`config.mk`:
```
export PLATFORM = sky130hd
export DESIGN_NAME = reader_status_regs
export DESIGN_NICKNAME = d
export VERILOG_FILES = /design/src/hw/status_pkg.sv /design/src/hw/fifo_fill_counter.sv /design/src/hw/modem_fsm.sv /design/src/hw/reader_status_regs.sv
export SDC_FILE = /design/constraint.sdc
export NUM_CORES = 1
export LEC_CHECK = 0
export BUFFER_PORTS_ARGS = -buffer_cell sky130_fd_sc_hd__buf_2
export CAP_MARGIN = 20
export CORE_MARGIN = 10
export CORE_UTILIZATION = 50
export CTS_CLUSTER_DIAMETER = 60
export DETAILED_ROUTE_END_ITERATION = 7
export PLACE_DENSITY = 0.83
export REMOVE_ABC_BUFFERS = 1
export SLEW_MARGIN = 10
export SYNTH_ARGS = -nofsm -noshare
export SYNTH_HDL_FRONTEND = slang
export SYNTH_SLANG_ARGS = --single-unit
```
`constraint.sdc`:
```
create_clock -name hclk -period 7.1 [get_ports hclk]
set_clock_uncertainty 0.2 [all_clocks]
set_input_delay 0.355 -clock hclk [delete_from_list [all_inputs] [get_ports hclk]]
set_output_delay 0.355 -clock hclk [all_outputs]
set_load 0.01 [all_outputs]
```
`src/hw/status_pkg.sv`:
```
// package: register map, field positions, reset values and carrier types
// assumes: 32-bit ahb-lite register bus, one system clock
package status_pkg;
    localparam logic [7:0] IDX_STATUS1   = 8'h07;
    localparam logic [7:0] IDX_STATUS2   = 8'h08;
    localparam logic [7:0] IDX_FIFO_DATA = 8'h09;
    localparam logic [7:0] IDX_THRESHOLD = 8'h0b;
    localparam logic [7:0] IDX_IRQ_EN    = 8'h10;

    localparam logic [7:0] RST_STATUS1   = 8'h21;
    localparam logic [7:0] RST_STATUS2   = 8'h00;
    localparam logic [5:0] RST_THRESHOLD = 6'h08;
    localparam logic [7:0] RST_IRQ_EN    = 8'h00;

    localparam int B_CRC_OK      = 6;
    localparam int B_CRC_DONE    = 5;
    localparam int B_IRQ         = 4;
    localparam int B_TIMER       = 3;
    localparam int B_NEAR_FULL   = 1;
    localparam int B_NEAR_EMPTY  = 0;
    localparam int B_OVH_CLEAR   = 7;
    localparam int B_HS_FORCE    = 6;
    localparam int B_CIPHER      = 3;

    localparam logic [6:0] FIFO_DEPTH = 7'h40;

    localparam logic [2:0] MS_IDLE      = 3'h0;
    localparam logic [2:0] MS_SEND_WAIT = 3'h1;
    localparam logic [2:0] MS_PRE_TX    = 3'h2;
    localparam logic [2:0] MS_TX        = 3'h3;
    localparam logic [2:0] MS_PRE_RX    = 3'h4;
    localparam logic [2:0] MS_DATA_WAIT = 3'h5;
    localparam logic [2:0] MS_RX        = 3'h6;

    // events and levels from the reader core
    typedef struct packed {
        logic       crc_start;
        logic       crc_finish;
        logic       crc_zero;
        logic       timer_run;
        logic       cmd_start;
        logic       crc_fail;
        logic       auth_success;
        logic       overheat_detect;
        logic       temp_below_limit;
        logic       protocol_hs;
    } core_in_t;

    // modem sequencing inputs
    typedef struct packed {
        logic       transceive;
        logic       send_trigger;
        logic       wait_for_field;
        logic       field_present;
        logic [7:0] tx_delay;
        logic [7:0] rx_delay;
        logic       tx_done;
        logic       rx_sof;
        logic       rx_done;
    } modem_in_t;

    function automatic logic [7:0] byte_addr(input logic [7:0] idx);
        byte_addr = {idx[5:0], 2'b00};
    endfunction
endpackage

```
`src/hw/fifo_fill_counter.sv`:
```
// fifo_fill_counter: tracks bytes held in the 64-byte fifo
// assumes: one host write or read strobe per cycle, both synchronous
`timescale 1ns/1ns
module fifo_fill_counter
    import status_pkg::*;
(
    input  wire logic       hclk,    // system clock
    input  wire logic       hresetn, // async reset, active low
    input  wire logic       wr,      // host write to data port
    input  wire logic       rd,      // host read of data port
    output logic [6:0]      count    // bytes held
);
    // ==========================================
    // fill count
    always_ff @(posedge hclk or negedge hresetn) begin
        if (!hresetn) begin
            count <= 7'h00;
        end else if (wr && !rd && count < FIFO_DEPTH) begin
            count <= count + 7'h01;
        end else if (rd && !wr && count != 7'h00) begin
            count <= count - 7'h01;
        end
    end
endmodule

```
`src/hw/modem_fsm.sv`:
```
// modem_fsm: transmit/receive sequencer reporting its state code
// assumes: delays counted in system clocks, inputs synchronous
`timescale 1ns/1ns
module modem_fsm
    import status_pkg::*;
(
    input  wire logic      hclk,    // system clock
    input  wire logic      hresetn, // async reset, active low
    input  modem_in_t      m,       // sequencing inputs
    output logic [2:0]     code     // state code, registered
);
    typedef enum logic [6:0] {
        S_IDLE = 7'h01, S_SEND = 7'h02, S_PTX = 7'h04, S_TX = 7'h08,
        S_PRX  = 7'h10, S_DATA = 7'h20, S_RX  = 7'h40
    } st_t;
    st_t        st_r, st_nxt;
    logic [7:0] cnt_r;
    logic       wait_over;

    // ==========================================
    // next state
    assign wait_over = (cnt_r == 8'h00) && (!m.wait_for_field || m.field_present);
    always_comb begin
        st_nxt = st_r;
        unique case (st_r)
            S_IDLE: if (m.transceive) st_nxt = S_SEND;
            S_SEND: if (m.send_trigger) st_nxt = S_PTX;
            S_PTX:  if (wait_over) st_nxt = S_TX;
            S_TX:   if (m.tx_done) st_nxt = S_PRX;
            S_PRX:  if (wait_over) st_nxt = S_DATA;
            S_DATA: if (m.rx_sof) st_nxt = S_RX;
            S_RX:   if (m.rx_done) st_nxt = S_SEND;
            default: st_nxt = S_IDLE;
        endcase
        if (!m.transceive) st_nxt = S_IDLE;
    end

    // ==========================================
    // state, wait counter, code
    always_ff @(posedge hclk or negedge hresetn) begin
        if (!hresetn) st_r <= S_IDLE;
        else st_r <= st_nxt;
    end
    always_ff @(posedge hclk or negedge hresetn) begin
        if (!hresetn) cnt_r <= 8'h00;
        else if (st_nxt == S_PTX && st_r != S_PTX) cnt_r <= m.tx_delay;
        else if (st_nxt == S_PRX && st_r != S_PRX) cnt_r <= m.rx_delay;
        else if (cnt_r != 8'h00) cnt_r <= cnt_r - 8'h01;
    end
    always_ff @(posedge hclk or negedge hresetn) begin
        if (!hresetn) code <= MS_IDLE;
        else begin
            unique case (st_nxt)
                S_IDLE:  code <= MS_IDLE;
                S_SEND:  code <= MS_SEND_WAIT;
                S_PTX:   code <= MS_PRE_TX;
                S_TX:    code <= MS_TX;
                S_PRX:   code <= MS_PRE_RX;
                S_DATA:  code <= MS_DATA_WAIT;
                S_RX:    code <= MS_RX;
                default: code <= MS_IDLE;
            endcase
        end
    end
endmodule

```
`src/hw/reader_status_regs.sv`:
```
// reader_status_regs: crc/fifo/timer and modem/cipher status registers
// assumes: single ahb-lite master, whole-word single transfers, one clock
//
// Decided for this implementation: the AHB-Lite register port.
`timescale 1ns/1ns
module reader_status_regs (
    input  wire logic                 hclk,        // system clock, 20 MHz
    input  wire logic                 hresetn,     // async reset, active low
    input  wire logic                 hsel,        // slave select
    input  wire logic [31:0]          haddr,       // byte address
    input  wire logic [1:0]           htrans,      // transfer type
    input  wire logic                 hwrite,      // write when high
    input  wire logic [2:0]           hsize,       // transfer size
    input  wire logic                 hready,      // bus ready
    input  wire logic [31:0]          hwdata,      // write data
    output logic [31:0]               hrdata,      // read data
    output logic                      hreadyout,   // low in reset, then always ready
    output logic                      hresp,       // always okay
    input  status_pkg::core_in_t      core,        // reader core events
    input  wire logic [7:0]           irq_src,     // interrupt sources
    input  status_pkg::modem_in_t     modem,       // modem sequencing inputs
    output logic                      overheat_error,    // overheat error flag
    output logic                      rx_crc_error_flag, // receive crc error
    output logic                      filter_hs_mode,    // host filter high speed
    output logic [2:0]                link_fsm_state     // modem state code
);
    import status_pkg::*;

    logic       dp_wr_r;
    logic [7:0] dp_idx_r;
    logic       acc;
    logic [7:0] a_idx;
    logic       wr_hit;
    logic [7:0] wbyte;
    logic       crc_result_ok_r;
    logic       crc_done_r;
    logic       irq_pending_r;
    logic       timer_active_r;
    logic       overheat_clear_r;
    logic       host_filter_hs_force_r;
    logic       cipher_active_r;
    logic [5:0] fifo_alert_threshold_r;
    logic [7:0] irq_en_r;
    logic [6:0] fifo_fill_count;
    logic       fifo_near_full;
    logic       fifo_near_empty;
    logic [7:0] status1;
    logic [7:0] status2;
    logic [7:0] rd_byte;

    // ==========================================
    // ahb-lite address phase
    assign acc    = hsel && hready && htrans[1];
    assign a_idx  = haddr[9:2];
    assign wr_hit = dp_wr_r;
    assign wbyte  = hwdata[7:0];

    always_ff @(posedge hclk or negedge hresetn) begin
        if (!hresetn) begin
            dp_wr_r  <= 1'b0;
            dp_idx_r <= 8'h00;
        end else if (hready) begin
            dp_wr_r  <= acc && hwrite && haddr[1:0] == 2'b00;
            dp_idx_r <= a_idx;
        end
    end

    always_ff @(posedge hclk or negedge hresetn) begin
        if (!hresetn) begin
            hreadyout <= 1'b0;
            hresp     <= 1'b0;
        end else begin
            hreadyout <= 1'b1;
            hresp     <= 1'b0;
        end
    end

    // ==========================================
    // fifo fill count and alerts
    fifo_fill_counter u_fill (
        .hclk    (hclk),
        .hresetn (hresetn),
        .wr      (wr_hit && dp_idx_r == IDX_FIFO_DATA),
        .rd      (acc && !hwrite && a_idx == IDX_FIFO_DATA),
        .count   (fifo_fill_count)
    );

    assign fifo_near_full  = (FIFO_DEPTH - fifo_fill_count) <= {1'b0, fifo_alert_threshold_r};
    assign fifo_near_empty = fifo_fill_count <= {1'b0, fifo_alert_threshold_r};

    // ==========================================
    // crc coprocessor status
    always_ff @(posedge hclk or negedge hresetn) begin
        if (!hresetn) begin
            crc_result_ok_r <= RST_STATUS1[B_CRC_OK];
        end else if (core.crc_start) begin
            crc_result_ok_r <= 1'b0;
        end else if (core.crc_finish) begin
            crc_result_ok_r <= core.crc_zero;
        end
    end

    always_ff @(posedge hclk or negedge hresetn) begin
        if (!hresetn) begin
            crc_done_r <= RST_STATUS1[B_CRC_DONE];
        end else if (core.crc_finish) begin
            crc_done_r <= 1'b1;
        end else if (core.crc_start) begin
            crc_done_r <= 1'b0;
        end
    end

    // ==========================================
    // interrupt summary and timer
    always_ff @(posedge hclk or negedge hresetn) begin
        if (!hresetn) irq_pending_r <= RST_STATUS1[B_IRQ];
        else irq_pending_r <= |(irq_src & irq_en_r);
    end

    // in gated mode timer_run comes from the gate-select enable, never the gate
    always_ff @(posedge hclk or negedge hresetn) begin
        if (!hresetn) timer_active_r <= RST_STATUS1[B_TIMER];
        else timer_active_r <= core.timer_run;
    end

    // ==========================================
    // software written fields
    always_ff @(posedge hclk or negedge hresetn) begin
        if (!hresetn) begin
            overheat_clear_r       <= RST_STATUS2[B_OVH_CLEAR];
            host_filter_hs_force_r <= RST_STATUS2[B_HS_FORCE];
        end else if (wr_hit && dp_idx_r == IDX_STATUS2) begin
            overheat_clear_r       <= wbyte[B_OVH_CLEAR];
            host_filter_hs_force_r <= wbyte[B_HS_FORCE];
        end
    end

    always_ff @(posedge hclk or negedge hresetn) begin
        if (!hresetn) fifo_alert_threshold_r <= RST_THRESHOLD;
        else if (wr_hit && dp_idx_r == IDX_THRESHOLD) fifo_alert_threshold_r <= wbyte[5:0];
    end

    always_ff @(posedge hclk or negedge hresetn) begin
        if (!hresetn) irq_en_r <= RST_IRQ_EN;
        else if (wr_hit && dp_idx_r == IDX_IRQ_EN) irq_en_r <= wbyte;
    end

    // set wins over the software clear
    always_ff @(posedge hclk or negedge hresetn) begin
        if (!hresetn) cipher_active_r <= RST_STATUS2[B_CIPHER];
        else if (core.auth_success) cipher_active_r <= 1'b1;
        else if (wr_hit && dp_idx_r == IDX_STATUS2 && !wbyte[B_CIPHER]) cipher_active_r <= 1'b0;
    end

    // ==========================================
    // error flags and host filter
    always_ff @(posedge hclk or negedge hresetn) begin
        if (!hresetn) overheat_error <= 1'b0;
        else if (core.overheat_detect) overheat_error <= 1'b1;
        else if (overheat_clear_r && core.temp_below_limit) overheat_error <= 1'b0;
    end

    always_ff @(posedge hclk or negedge hresetn) begin
        if (!hresetn) rx_crc_error_flag <= 1'b0;
        else if (core.crc_fail) rx_crc_error_flag <= 1'b1;
        else if (core.cmd_start) rx_crc_error_flag <= 1'b0;
    end

    always_ff @(posedge hclk or negedge hresetn) begin
        if (!hresetn) filter_hs_mode <= 1'b0;
        else filter_hs_mode <= host_filter_hs_force_r || core.protocol_hs;
    end

    // ==========================================
    // modem sequencer
    modem_fsm u_modem (
        .hclk    (hclk),
        .hresetn (hresetn),
        .m       (modem),
        .code    (link_fsm_state)
    );

    // ==========================================
    // read path: one registered snapshot per access
    assign status1 = {1'b0, crc_result_ok_r, crc_done_r, irq_pending_r,
                      timer_active_r, 1'b0, fifo_near_full, fifo_near_empty};
    assign status2 = {overheat_clear_r, host_filter_hs_force_r, 2'b00,
                      cipher_active_r, link_fsm_state};

    always_comb begin
        rd_byte = 8'h00;
        unique case (a_idx)
            IDX_STATUS1:   rd_byte = status1;
            IDX_STATUS2:   rd_byte = status2;
            IDX_THRESHOLD: rd_byte = {2'b00, fifo_alert_threshold_r};
            IDX_IRQ_EN:    rd_byte = irq_en_r;
            default:       rd_byte = 8'h00;
        endcase
    end

    always_ff @(posedge hclk or negedge hresetn) begin
        if (!hresetn) hrdata <= 32'h0000_0000;
        else if (acc && !hwrite) hrdata <= {24'h00_0000, rd_byte};
    end

    // ==========================================
    // assertions
    logic rd_s1;
    logic rd_s2;
    assign rd_s1 = acc && !hwrite && a_idx == IDX_STATUS1;
    assign rd_s2 = acc && !hwrite && a_idx == IDX_STATUS2;

    property p_crc_busy_low;
        @(posedge hclk) disable iff (!hresetn)
        core.crc_start |=> !crc_result_ok_r;
    endproperty
    a_crc_busy_low: assert property (p_crc_busy_low) else $error("crc ok high during calc");

    property p_crc_zero;
        @(posedge hclk) disable iff (!hresetn)
        core.crc_finish && !core.crc_start |=> crc_result_ok_r == $past(core.crc_zero);
    endproperty
    a_crc_zero: assert property (p_crc_zero) else $error("crc ok not result");

    property p_crc_done;
        @(posedge hclk) disable iff (!hresetn)
        core.crc_finish |=> crc_done_r;
    endproperty
    a_crc_done: assert property (p_crc_done) else $error("crc done missed");

    property p_irq_pending;
        @(posedge hclk) disable iff (!hresetn)
        (|(irq_src & irq_en_r)) |=> irq_pending_r;
    endproperty
    a_irq_pending: assert property (p_irq_pending) else $error("irq summary missed");

    property p_timer_active;
        @(posedge hclk) disable iff (!hresetn)
        core.timer_run ##1 core.timer_run |=> timer_active_r && $past(timer_active_r);
    endproperty
    a_timer_active: assert property (p_timer_active) else $error("timer active wrong");

    property p_near_full;
        @(posedge hclk) disable iff (!hresetn)
        rd_s1 |=> hrdata[B_NEAR_FULL] == ((7'h40 - $past(fifo_fill_count)) <= {1'b0, $past(fifo_alert_threshold_r)});
    endproperty
    a_near_full: assert property (p_near_full) else $error("near full wrong");

    property p_near_empty;
        @(posedge hclk) disable iff (!hresetn)
        rd_s1 |=> hrdata[B_NEAR_EMPTY] == ($past(fifo_fill_count) <= {1'b0, $past(fifo_alert_threshold_r)});
    endproperty
    a_near_empty: assert property (p_near_empty) else $error("near empty wrong");

    property p_reserved;
        @(posedge hclk) disable iff (!hresetn)
        rd_s1 || rd_s2 |=> (hrdata[7:0] & ($past(rd_s1) ? 8'h84 : 8'h30)) == 8'h00;
    endproperty
    a_reserved: assert property (p_reserved) else $error("reserved bit set");

    property p_cipher;
        @(posedge hclk) disable iff (!hresetn)
        core.auth_success |=> cipher_active_r;
    endproperty
    a_cipher: assert property (p_cipher) else $error("cipher not set");

    property p_overheat;
        @(posedge hclk) disable iff (!hresetn)
        core.overheat_detect |=> overheat_error ##1 (overheat_error || $past(core.temp_below_limit));
    endproperty
    a_overheat: assert property (p_overheat) else $error("overheat cleared too early");

    property p_overheat_clear;
        @(posedge hclk) disable iff (!hresetn)
        overheat_clear_r && core.temp_below_limit && !core.overheat_detect |=> !overheat_error;
    endproperty
    a_overheat_clear: assert property (p_overheat_clear) else $error("overheat not cleared");

    property p_overheat_keep;
        @(posedge hclk) disable iff (!hresetn)
        overheat_error && !overheat_clear_r |=> overheat_error;
    endproperty
    a_overheat_keep: assert property (p_overheat_keep) else $error("overheat lost");

    property p_err_clear;
        @(posedge hclk) disable iff (!hresetn)
        core.cmd_start && !core.crc_fail |=> !rx_crc_error_flag;
    endproperty
    a_err_clear: assert property (p_err_clear) else $error("error flag kept");

    property p_cipher_keep;
        @(posedge hclk) disable iff (!hresetn)
        cipher_active_r && !(wr_hit && dp_idx_r == IDX_STATUS2) |=> cipher_active_r;
    endproperty
    a_cipher_keep: assert property (p_cipher_keep) else $error("cipher dropped");

    property p_filter_hs;
        @(posedge hclk) disable iff (!hresetn)
        host_filter_hs_force_r || core.protocol_hs |=> filter_hs_mode;
    endproperty
    a_filter_hs: assert property (p_filter_hs) else $error("filter not high speed");

    property p_filter_std;
        @(posedge hclk) disable iff (!hresetn)
        !host_filter_hs_force_r && !core.protocol_hs |=> !filter_hs_mode;
    endproperty
    a_filter_std: assert property (p_filter_std) else $error("filter stuck high");

    property p_irq_quiet;
        @(posedge hclk) disable iff (!hresetn)
        !(|(irq_src & irq_en_r)) |=> !irq_pending_r;
    endproperty
    a_irq_quiet: assert property (p_irq_quiet) else $error("irq without source");

    property p_timer_idle;
        @(posedge hclk) disable iff (!hresetn)
        !core.timer_run |=> !timer_active_r;
    endproperty
    a_timer_idle: assert property (p_timer_idle) else $error("timer active while stopped");

    property p_threshold;
        @(posedge hclk) disable iff (!hresetn)
        wr_hit && dp_idx_r == IDX_THRESHOLD |=> fifo_alert_threshold_r == $past(hwdata[5:0]);
    endproperty
    a_threshold: assert property (p_threshold) else $error("threshold not written");

    property p_modem_idle;
        @(posedge hclk) disable iff (!hresetn)
        !modem.transceive |=> link_fsm_state == MS_IDLE;
    endproperty
    a_modem_idle: assert property (p_modem_idle) else $error("modem not idle");

    property p_rd_upper;
        @(posedge hclk) disable iff (!hresetn)
        rd_s1 || rd_s2 |=> hrdata[31:8] == 24'h00_0000;
    endproperty
    a_rd_upper: assert property (p_rd_upper) else $error("upper read bits set");

    property p_tx_wait;
        @(posedge hclk) disable iff (!hresetn)
        link_fsm_state == MS_SEND_WAIT && modem.send_trigger && modem.transceive |=> link_fsm_state == MS_PRE_TX;
    endproperty
    a_tx_wait: assert property (p_tx_wait) else $error("pre-transmit wait missed");

    c_crc_run: cover property (@(posedge hclk) disable iff (!hresetn) core.crc_start ##[1:20] core.crc_finish);
    c_full: cover property (@(posedge hclk) disable iff (!hresetn) fifo_near_full && !fifo_near_empty);
    c_tx: cover property (@(posedge hclk) disable iff (!hresetn) link_fsm_state == MS_TX);
    c_cipher: cover property (@(posedge hclk) disable iff (!hresetn) core.auth_success ##1 cipher_active_r);
    c_ovh_clear: cover property (@(posedge hclk) disable iff (!hresetn) overheat_error ##1 !overheat_error);
endmodule

```
==> results_dict.tcl, run 1 <==
set metrics [dict create \
    flow.area_growth_from_synthesis_pct 15.8 \
    initial_utilization_pct 52.3 \
    cts.root.buffer_cell "sky130_fd_sc_hd__clkbuf_8" \
    yosysSeqAreaShare_pct 40.9 \
    htree_levels 3 \
    number_of_max_slew_violations_in_the_final_report 0 \
    synth_seq_cells 67 \
    ff2ff_path_depth 6 \
    width_of_the_chip_um 111 \
    design.core.area_mm2 0.00785 \
    fin_total_pwr_uw 1060 \
    grt_max_degree 68 \
    first_global_vias 3379 \
    timing.setup.critical_path_class "reg -> reg" \
    cts_made_buffers 9 \
    synth_adder_area_share_pct 5.97 \
    detail_route.drc_violations 0 \
    core.rowCount 32 \
    setup_tns_ns 0 \
    powerDensity_mw_per_mm2 223 \
    setup_viol_count_final 0 \
    design.final.nets 621 \
    p_switching_uw 324 \
    detail_route.iter0.violations 169 \
    share_of_layout_cells_above_drive_strength_1_pct 29.5 \
    combPwrFrac_pct 24.3 \
    hold_path.class "in -> async" \
    worst-r2r-setup-slack_ns 3.56 \
    tritoncts "done" \
    cp-start-kind "register" \
    finalWirelength_um 9610 \
    clk_pin_slew_worst_paths_ns 0.08 \
    synth_xor_area_share_pct 3.20 \
    antenna_violations_before_repair 0 \
    synthMuxAreaShare_pct 12.8 \
    layout_common_cells "sky130_fd_sc_hd__buf_2, sky130_fd_sc_hd__dfrtp_1, sky130_fd_sc_hd__mux2_2" \
    yosys_most_used_dff "sky130_fd_sc_hd__dfrtp_1" \
    first_pass_grt_wire_length_um 16200 \
    internal-power_uw 737 \
    post_cts_resize_count 0 \
    vias_per_std_cell 5.55 \
    synth_async_sr_flop_share_pct 100 \
    synth_top_family_by_area "simple AND/OR/NAND/NOR gates" \
    worstPathRequired_ns 7.14 \
    gp_congestion 0.908 \
    synthDistinctLibCells 60 \
    syn_inst 404 \
    top_level_port_count 155 \
    synth_edf_count 0 \
    swShare_pct 30.5 \
    synth-simple-area-share_pct 15.1 \
    post_synth.cell_area_avg_um2 10.2 \
    number_of_nets_with_antenna_violations_after_detailed_routing 0 \
    final_min_period_over_clock_period_pct 49.8 \
    maxClockFrequency_mhz 283 \
    cts.sink_count 67 \
    rr_endpoint "u_modem.cnt_r[3]" \
    timing.critical_path.arrival_ns 3.57 \
    max_vdd_drop_uv 151 \
    clk_latency_ns 0.35 \
    die_height_um 111 \
    p_leak_uw 0.00232 \
    hold-worst-slack_ns -0.0145 \
    avgRoutedWirePerCell_um 16.2 \
    most_frequent_standard_cell_in_the_layout_excluding_fill_and_tap_cells "sky130_fd_sc_hd__buf_2" \
    violated_checks "hold timing" \
    total_standard_cell_area_after_synthesis_mm2 0.00411 \
    globalRouteOverflowTotal 0 \
    crit_fanout 11 \
    cts_buffer_depth 2 \
    cap_violations 0 \
    port_buffers 79 \
    floorplan.die_area_mm2 0.0122 \
    result_of_the_run "complete, but fails checks" \
    setup_slack_ns 3.56 \
    drt-pass1-iter-count 5 \
    share_clk_of_total_power_pct 31.7 \
    sequentialPowerShare_pct 44.0 \
    hold_viol 24 \
    grt_setup_unrepaired "false" \
    synth_compound_area_share_pct 13.7 \
    grt.total_usage_pct 15.5 \
    place_worst_setup_slack_ns 3.23 \
    tightestPinTransition_ns 0.847 \
    vias 3296 \
    r2r_start "u_modem.st_r[6]" \
    half_perimeter_wire_length_after_detailed_placement_um 7410 \
    slew-limit-headroom_pct 43.6 \
    ys_warn_count 0 \
    antenna_cells 0 \
    crit_path_end_kind "register" \
    final.min_clock_period_ns 3.54 \
]
-- cells by family after synthesis --
logic type               after synthesis
AO/OA/AOI/OAI                         82
XOR/XNOR                              15
adder cells (fa/ha/maj)               19
buffers and inverters                 59
flip-flops                            67
multiplexers                          45
other                                  2
AND/OR/NAND/NOR                      115
-- registers in the layout (all words and copies together) (netlist names) --
signal and count:
dp_idx_r 8, hrdata 8, irq_en_r 8, u_modem.cnt_r 8, u_fill.count 7, u_modem.st_r 7
fifo_alert_threshold_r 6, u_modem.code 3, cipher_active_r 1, crc_done_r 1, crc_result_ok_r 1, dp_wr_r 1
filter_hs_mode 1, host_filter_hs_force_r 1, hreadyout 1, irq_pending_r 1, overheat_clear_r 1, overheat_error 1
rx_crc_error_flag 1, timer_active_r 1
-- area by class of cell --
class / instances / area (µm²)
fillers: 664 / 3090
clock inverters: 7 / 83.8
well taps: 102 / 128
inverters: 18 / 67.6
repair buffers: 89 / 490
clock buffers: 9 / 124
multi-input cells: 302 / 2180
flip-flops and latches: 67 / 1680
-- layer usage --
metal	vias up	part of all wire (%)	GRT usage, %
li1	1582	-	-
met1	1563	44	18.8
met2	137	48	25.6
met3	14	7.4	5.08
met4	0	1.0	4.32
met5	-	0	0
-- worst max-delay path, cell delays in order (launching register included) --
cell and delay, ns:
sky130_fd_sc_hd__dfrtp_1 0.50, sky130_fd_sc_hd__or3_1 0.46, sky130_fd_sc_hd__or4_1 0.54, sky130_fd_sc_hd__a31o_1 0.34, sky130_fd_sc_hd__a211oi_2 0.31, sky130_fd_sc_hd__nor2b_1 0.65, sky130_fd_sc_hd__mux2_2 0.41
-- timing repair --
action	4_1_cts	5_1_grt
hold buffers	8	0
hold endpoints to repair	8	0
setup buffers	0	0
-- power by group through the flow --
| stage | clock network, µW | registers, µW | logic [µW] |
|---|---|---|---|
| after detailed placement | 0 | 473 | 253 |
| after CTS | 345 | 466 | 258 |
| after floorplan | 0 | 463 | 189 |
| after global placement | 0 | 469 | 241 |
| final | 337 | 467 | 257 |
| after global routing | 364 | 474 | 287 |
-- Yosys cell counts (2+ instances only) --
| cell | n | share of area (%) |
|---|---|---|
| sky130_fd_sc_hd__dfrtp_1 | 64 | 39 |
| sky130_fd_sc_hd__mux2_2 | 32 | 8.8 |
| sky130_fd_sc_hd__buf_4 | 25 | 4.6 |
| sky130_fd_sc_hd__nor2_1 | 25 | 2.3 |
| sky130_fd_sc_hd__nand2_1 | 22 | 2.0 |
| sky130_fd_sc_hd__ha_1 | 18 | 5.5 |
| sky130_fd_sc_hd__inv_1 | 18 | 1.6 |
| sky130_fd_sc_hd__o21ai_0 | 18 | 2.2 |
| sky130_fd_sc_hd__a21oi_1 | 17 | 2.1 |
| sky130_fd_sc_hd__xnor2_1 | 12 | 2.6 |
| sky130_fd_sc_hd__clkbuf_1 | 11 | 1.0 |
| sky130_fd_sc_hd__nor3_1 | 9 | 1.1 |
| sky130_fd_sc_hd__nor4_1 | 9 | 1.4 |
| sky130_fd_sc_hd__nand3_1 | 8 | 0.98 |
| sky130_fd_sc_hd__or3_1 | 8 | 1.2 |
| sky130_fd_sc_hd__mux2_4 | 7 | 2.6 |
| sky130_fd_sc_hd__a21o_1 | 6 | 1.1 |
| sky130_fd_sc_hd__a22o_1 | 6 | 1.3 |
| sky130_fd_sc_hd__a22oi_1 | 6 | 1.1 |
| sky130_fd_sc_hd__nand2b_1 | 6 | 0.91 |
| sky130_fd_sc_hd__mux2i_1 | 5 | 1.2 |
| sky130_fd_sc_hd__a222oi_1 | 4 | 0.98 |
| sky130_fd_sc_hd__nor2b_1 | 4 | 0.61 |
| sky130_fd_sc_hd__and2_1 | 3 | 0.46 |
| sky130_fd_sc_hd__buf_2 | 3 | 0.37 |
| sky130_fd_sc_hd__dfstp_2 | 3 | 1.9 |
| sky130_fd_sc_hd__nand3b_1 | 3 | 0.55 |
| sky130_fd_sc_hd__nand4b_1 | 3 | 0.64 |
| sky130_fd_sc_hd__nor3b_1 | 3 | 0.55 |
| sky130_fd_sc_hd__o211ai_1 | 3 | 0.55 |
| sky130_fd_sc_hd__o31ai_1 | 3 | 0.55 |
| sky130_fd_sc_hd__or2_2 | 3 | 0.46 |
| sky130_fd_sc_hd__xor2_1 | 3 | 0.64 |
| sky130_fd_sc_hd__a31oi_1 | 2 | 0.30 |
| sky130_fd_sc_hd__and4b_1 | 2 | 0.49 |
| sky130_fd_sc_hd__buf_6 | 2 | 0.55 |
| sky130_fd_sc_hd__conb_1 | 2 | 0.18 |
| sky130_fd_sc_hd__o21a_1 | 2 | 0.37 |
| sky130_fd_sc_hd__o21bai_1 | 2 | 0.37 |
| sky130_fd_sc_hd__or4_1 | 2 | 0.37 |
-- metrics by stage --
step / cells / cell area [µm²] / utilization (%) / hold slack, ns
after CTS: 594 / 4750 / 60.6 / 0.0118
after detailed placement: 570 / 4470 / 56.9 / 0.271
final: 594 / 4750 / 60.6 / -0.0145
after global placement: 570 / 4470 / 56.9 / 0.258
after floorplan: 387 / 3930 / - / -0.141
after global routing: 594 / 4750 / 60.6 / 0.0178
-- worst max-delay path by stage --
| stage | startpoint | end | slack [ns] | cells after the start |
|---|---|---|---|---|
| 2_1_floorplan | u_modem.st_r[6] | u_modem.cnt_r[0] | 3.94 | 6 |
| 6_report | u_modem.st_r[6] | u_modem.cnt_r[3] | 3.56 | 6 |
| 5_1_grt | hready | u_fill.count[6] | 3.38 | 11 |
| 4_1_cts | u_modem.st_r[6] | u_modem.cnt_r[7] | 3.52 | 6 |
| 3_3_place_gp | hready | u_fill.count[6] | 3.32 | 11 |
| 3_5_place_dp | hready | u_fill.count[6] | 3.23 | 11 |
No activity file was read; power rests on OpenSTA's default activity.
==> inputs of run 2 (changes only) <==
Settings changed: ABC_AREA set to 1, CORE_UTILIZATION 50 to 46, PLACE_DENSITY 0.83 to 0.8.
Clock period 7.1 ns to 3.08 ns, I/O delays scaled along.
==> run 2 against run 1 <==
Compared with the run above:
- cell count is 46% higher
- design area rose by 16%
- via count up 29%
- the run now ends clean
- largest power group unchanged
- first-iteration DRC count increased by 43%
- setup slack got worse by 3.3 ns
==> results_dict.tcl, run 2 <==
set metrics [dict create \
    combPwrFrac_pct 26.8 \
    tritoncts "done" \
    cts.sink_count 67 \
    cts.root.buffer_cell "sky130_fd_sc_hd__clkbuf_8" \
    sequentialPowerShare_pct 43.0 \
    antenna_violations_before_repair 0 \
    port_buffers 79 \
    grt.total_usage_pct 17.0 \
    crit_path_frequent_cell "sky130_fd_sc_hd__nand2_1" \
    synthDistinctLibCells 40 \
    gp_congestion 0.899 \
    setup_slack_ns 0.268 \
    hold_viol 0 \
    number_of_nets_with_antenna_violations_after_detailed_routing 0 \
    hold_path.class "in -> reg" \
    timing.setup.critical_path_class "reg -> reg" \
    clk_latency_ns 0.34 \
    fillerInstances 855 \
    vias_per_std_cell 4.91 \
    max_stage_delay_ns 0.43 \
    width_of_the_chip_um 117 \
    cts_buffer_depth 2 \
    cp_slowest_cell "sky130_fd_sc_hd__dfrtp_1" \
    synth_largest_type_area_fraction_pct 36.7 \
    detail_route.iter0.violations 241 \
    flow.area_growth_from_synthesis_pct 26.5 \
    clk_pin_slew_worst_paths_ns 0.08 \
    hold_path_depth 7 \
    ys_warn_count 0 \
    grt_setup_unrepaired "false" \
    die_height_um 117 \
    post_synth.cell_area_avg_um2 7.32 \
    detail_route.drc_violations 0 \
    final_min_period_over_clock_period_pct 91.3 \
    setup_viol_count_final 0 \
    most_frequent_standard_cell_in_the_layout_excluding_fill_and_tap_cells "sky130_fd_sc_hd__nand2_1" \
    crit_fanout 6 \
    top_level_port_count 155 \
    worstPathRequired_ns 3.12 \
    grt_max_degree 30 \
    p_leak_uw 0.00307 \
    cp-start-kind "register" \
    number_of_max_slew_violations_in_the_final_report 0 \
    p_switching_uw 734 \
    final-seq-area_mm2 0.00168 \
    post-synth-top-count-cell "sky130_fd_sc_hd__nand2_1" \
    design.final.nets 867 \
    yosysSeqAreaShare_pct 38.5 \
    htree_levels 3 \
    synth_edf_count 0 \
    powerDensity_mw_per_mm2 431 \
    cap_violations 0 \
    fin_total_pwr_uw 2380 \
    depth_of_the_critical_timing_path_with_buffers_and_inverters_included 15 \
    synth_area_leader_cell "sky130_fd_sc_hd__dfrtp_1" \
    timing.critical_path.arrival_ns 2.86 \
    crit_chain "nor3_1 > nand3_1 > nor2_1 > nand2_1 > ha_1 > nand2_1 > nand2_1 > nand2_1 > nand2_1 > nor2_1 > nand4_1 > nand2_1 > nand2_1 > nand2_1 > inv_1" \
    share_of_layout_cells_above_drive_strength_1_pct 16.6 \
    synth_area_leaders "sky130_fd_sc_hd__dfrtp_1, sky130_fd_sc_hd__nand2_1, sky130_fd_sc_hd__inv_1, sky130_fd_sc_hd__ha_1, sky130_fd_sc_hd__o21ai_0" \
    synth_seq_cells 67 \
    core.rowCount 35 \
    layout_common_cells "sky130_fd_sc_hd__nand2_1, sky130_fd_sc_hd__inv_1, sky130_fd_sc_hd__buf_2" \
    max_vdd_drop_uv 318 \
    result_of_the_run "complete, no violations" \
    postCtsSetupRepairBufs 0 \
    slew-limit-headroom_pct 55.1 \
    vias 4251 \
    synth_async_sr_flop_share_pct 100 \
    syn_inst 596 \
    first_pass_grt_wire_length_um 20100 \
    critical_path.top_delay_family "simple AND/OR/NAND/NOR gates" \
    crit_path_end_kind "register" \
    antenna_cells 0 \
    maxClockFrequency_mhz 356 \
    final.min_clock_period_ns 2.81 \
    finalWirelength_um 11900 \
    finish.cell_count_without_fillers 866 \
    crit_buf_inv 1 \
    cts_made_buffers 9 \
    globalRouteOverflowTotal 0 \
    first_global_vias 4440 \
    post-place-cells 799 \
    half_perimeter_wire_length_after_detailed_placement_um 8990 \
    tightestPinTransition_ns 0.674 \
    avgRoutedWirePerCell_um 13.7 \
    initial_utilization_pct 47.2 \
    drt-pass1-iter-count 5 \
    multi_input_area_mm2 0.00218 \
    total_standard_cell_area_after_synthesis_mm2 0.00436 \
    netlist_top_cells_count "sky130_fd_sc_hd__nand2_1, sky130_fd_sc_hd__inv_1, sky130_fd_sc_hd__dfrtp_1" \
    setup_tns_ns 0 \
    swShare_pct 30.9 \
    ff2ff_path_depth 15 \
    internal-power_uw 1640 \
    floorplan.die_area_mm2 0.0138 \
    design.core.area_mm2 0.00924 \
    yosys_most_used_dff "sky130_fd_sc_hd__dfrtp_1" \
    share_clk_of_total_power_pct 30.2 \
    final_core_utilization_pct 59.8 \
    place_worst_setup_slack_ns 0.303 \
]
run 2: cell types whose count changed after synthesis, sizes merged, moves of 24 or more:
cell	change
nand2	+139
inv	+74
mux2	-40
nor2	+37
o21ai	+34
nand3	+24
run 2: layer usage:
metal  share of wire [%]  vias to the layer above  GRT usage [%]
met3                 5.9                       18           4.84
li1                    -                     2121              -
met4                 1.3                        0           4.62
met1                  41                     1989           18.7
met2                  52                      123           30.8
met5                   0                        -              0
run 2: final cells by class:
cell class              instances  share of cell area, %
inverters                      93                   6.32
multi-input cells             426                   39.6
well taps                     129                   2.92
repair buffers                136                   17.3
clock buffers                   9                   2.24
flip-flops and latches         67                   30.5
clock inverters                 6                   1.22
run 2: timing repair:
item,in CTS,in global routing
hold buffers,52,0
gates resized for setup,0,1
hold endpoints to repair,74,0
endpoints found under the setup margin,0,1
run 2: power groups by stage:
stage / clock, µW / sequential [µW] / combinational, µW
after floorplan: 0 / 1030 / 343
after global placement: 0 / 1030 / 470
after detailed placement: 0 / 1040 / 491
after CTS: 737 / 1020 / 622
after global routing: 770 / 1030 / 728
final: 718 / 1020 / 638
run 2: cell families after synthesis:
| group | synth area share (%) |
|---|---|
| simple gates | 29.1 |
| buf+inv | 13.5 |
| compound gates | 10.3 |
| flops | 38.5 |
| fa+ha+maj | 5.62 |
| xor+xnor | 2.81 |
| other cells | 0.172 |
run 2: final timing paths:
kind                       slack (ns)                to   startpoint
max reg2reg                      0.27   u_fill.count[6]  dp_idx_r[5]
max in group asynchronous        1.64        crc_done_r      hresetn
max                              0.27   u_fill.count[6]  dp_idx_r[5]
min                              0.02  u_modem.cnt_r[0]    modem[11]
min in group asynchronous        0.18       dp_idx_r[7]      hresetn
min reg2reg                      0.28        crc_done_r   crc_done_r
run 2: through the flow:
step / cell area [µm²] / hold slack (ns)
after floorplan: 4210 / -0.342
after global placement: 4810 / 0.0193
after detailed placement: 4810 / 0.0307
after CTS: 5520 / 0.00234
after global routing: 5520 / 0.0327
final: 5520 / 0.0185
run 2: worst register-to-register path: cells and delay by family, from the launching register on:
family / cells / cell delay, ns
DFF: 1 / 0.43
adders and majority gates: 1 / 0.40
and+or+nand+nor: 13 / 1.66
buffers and inverters: 1 / 0.03
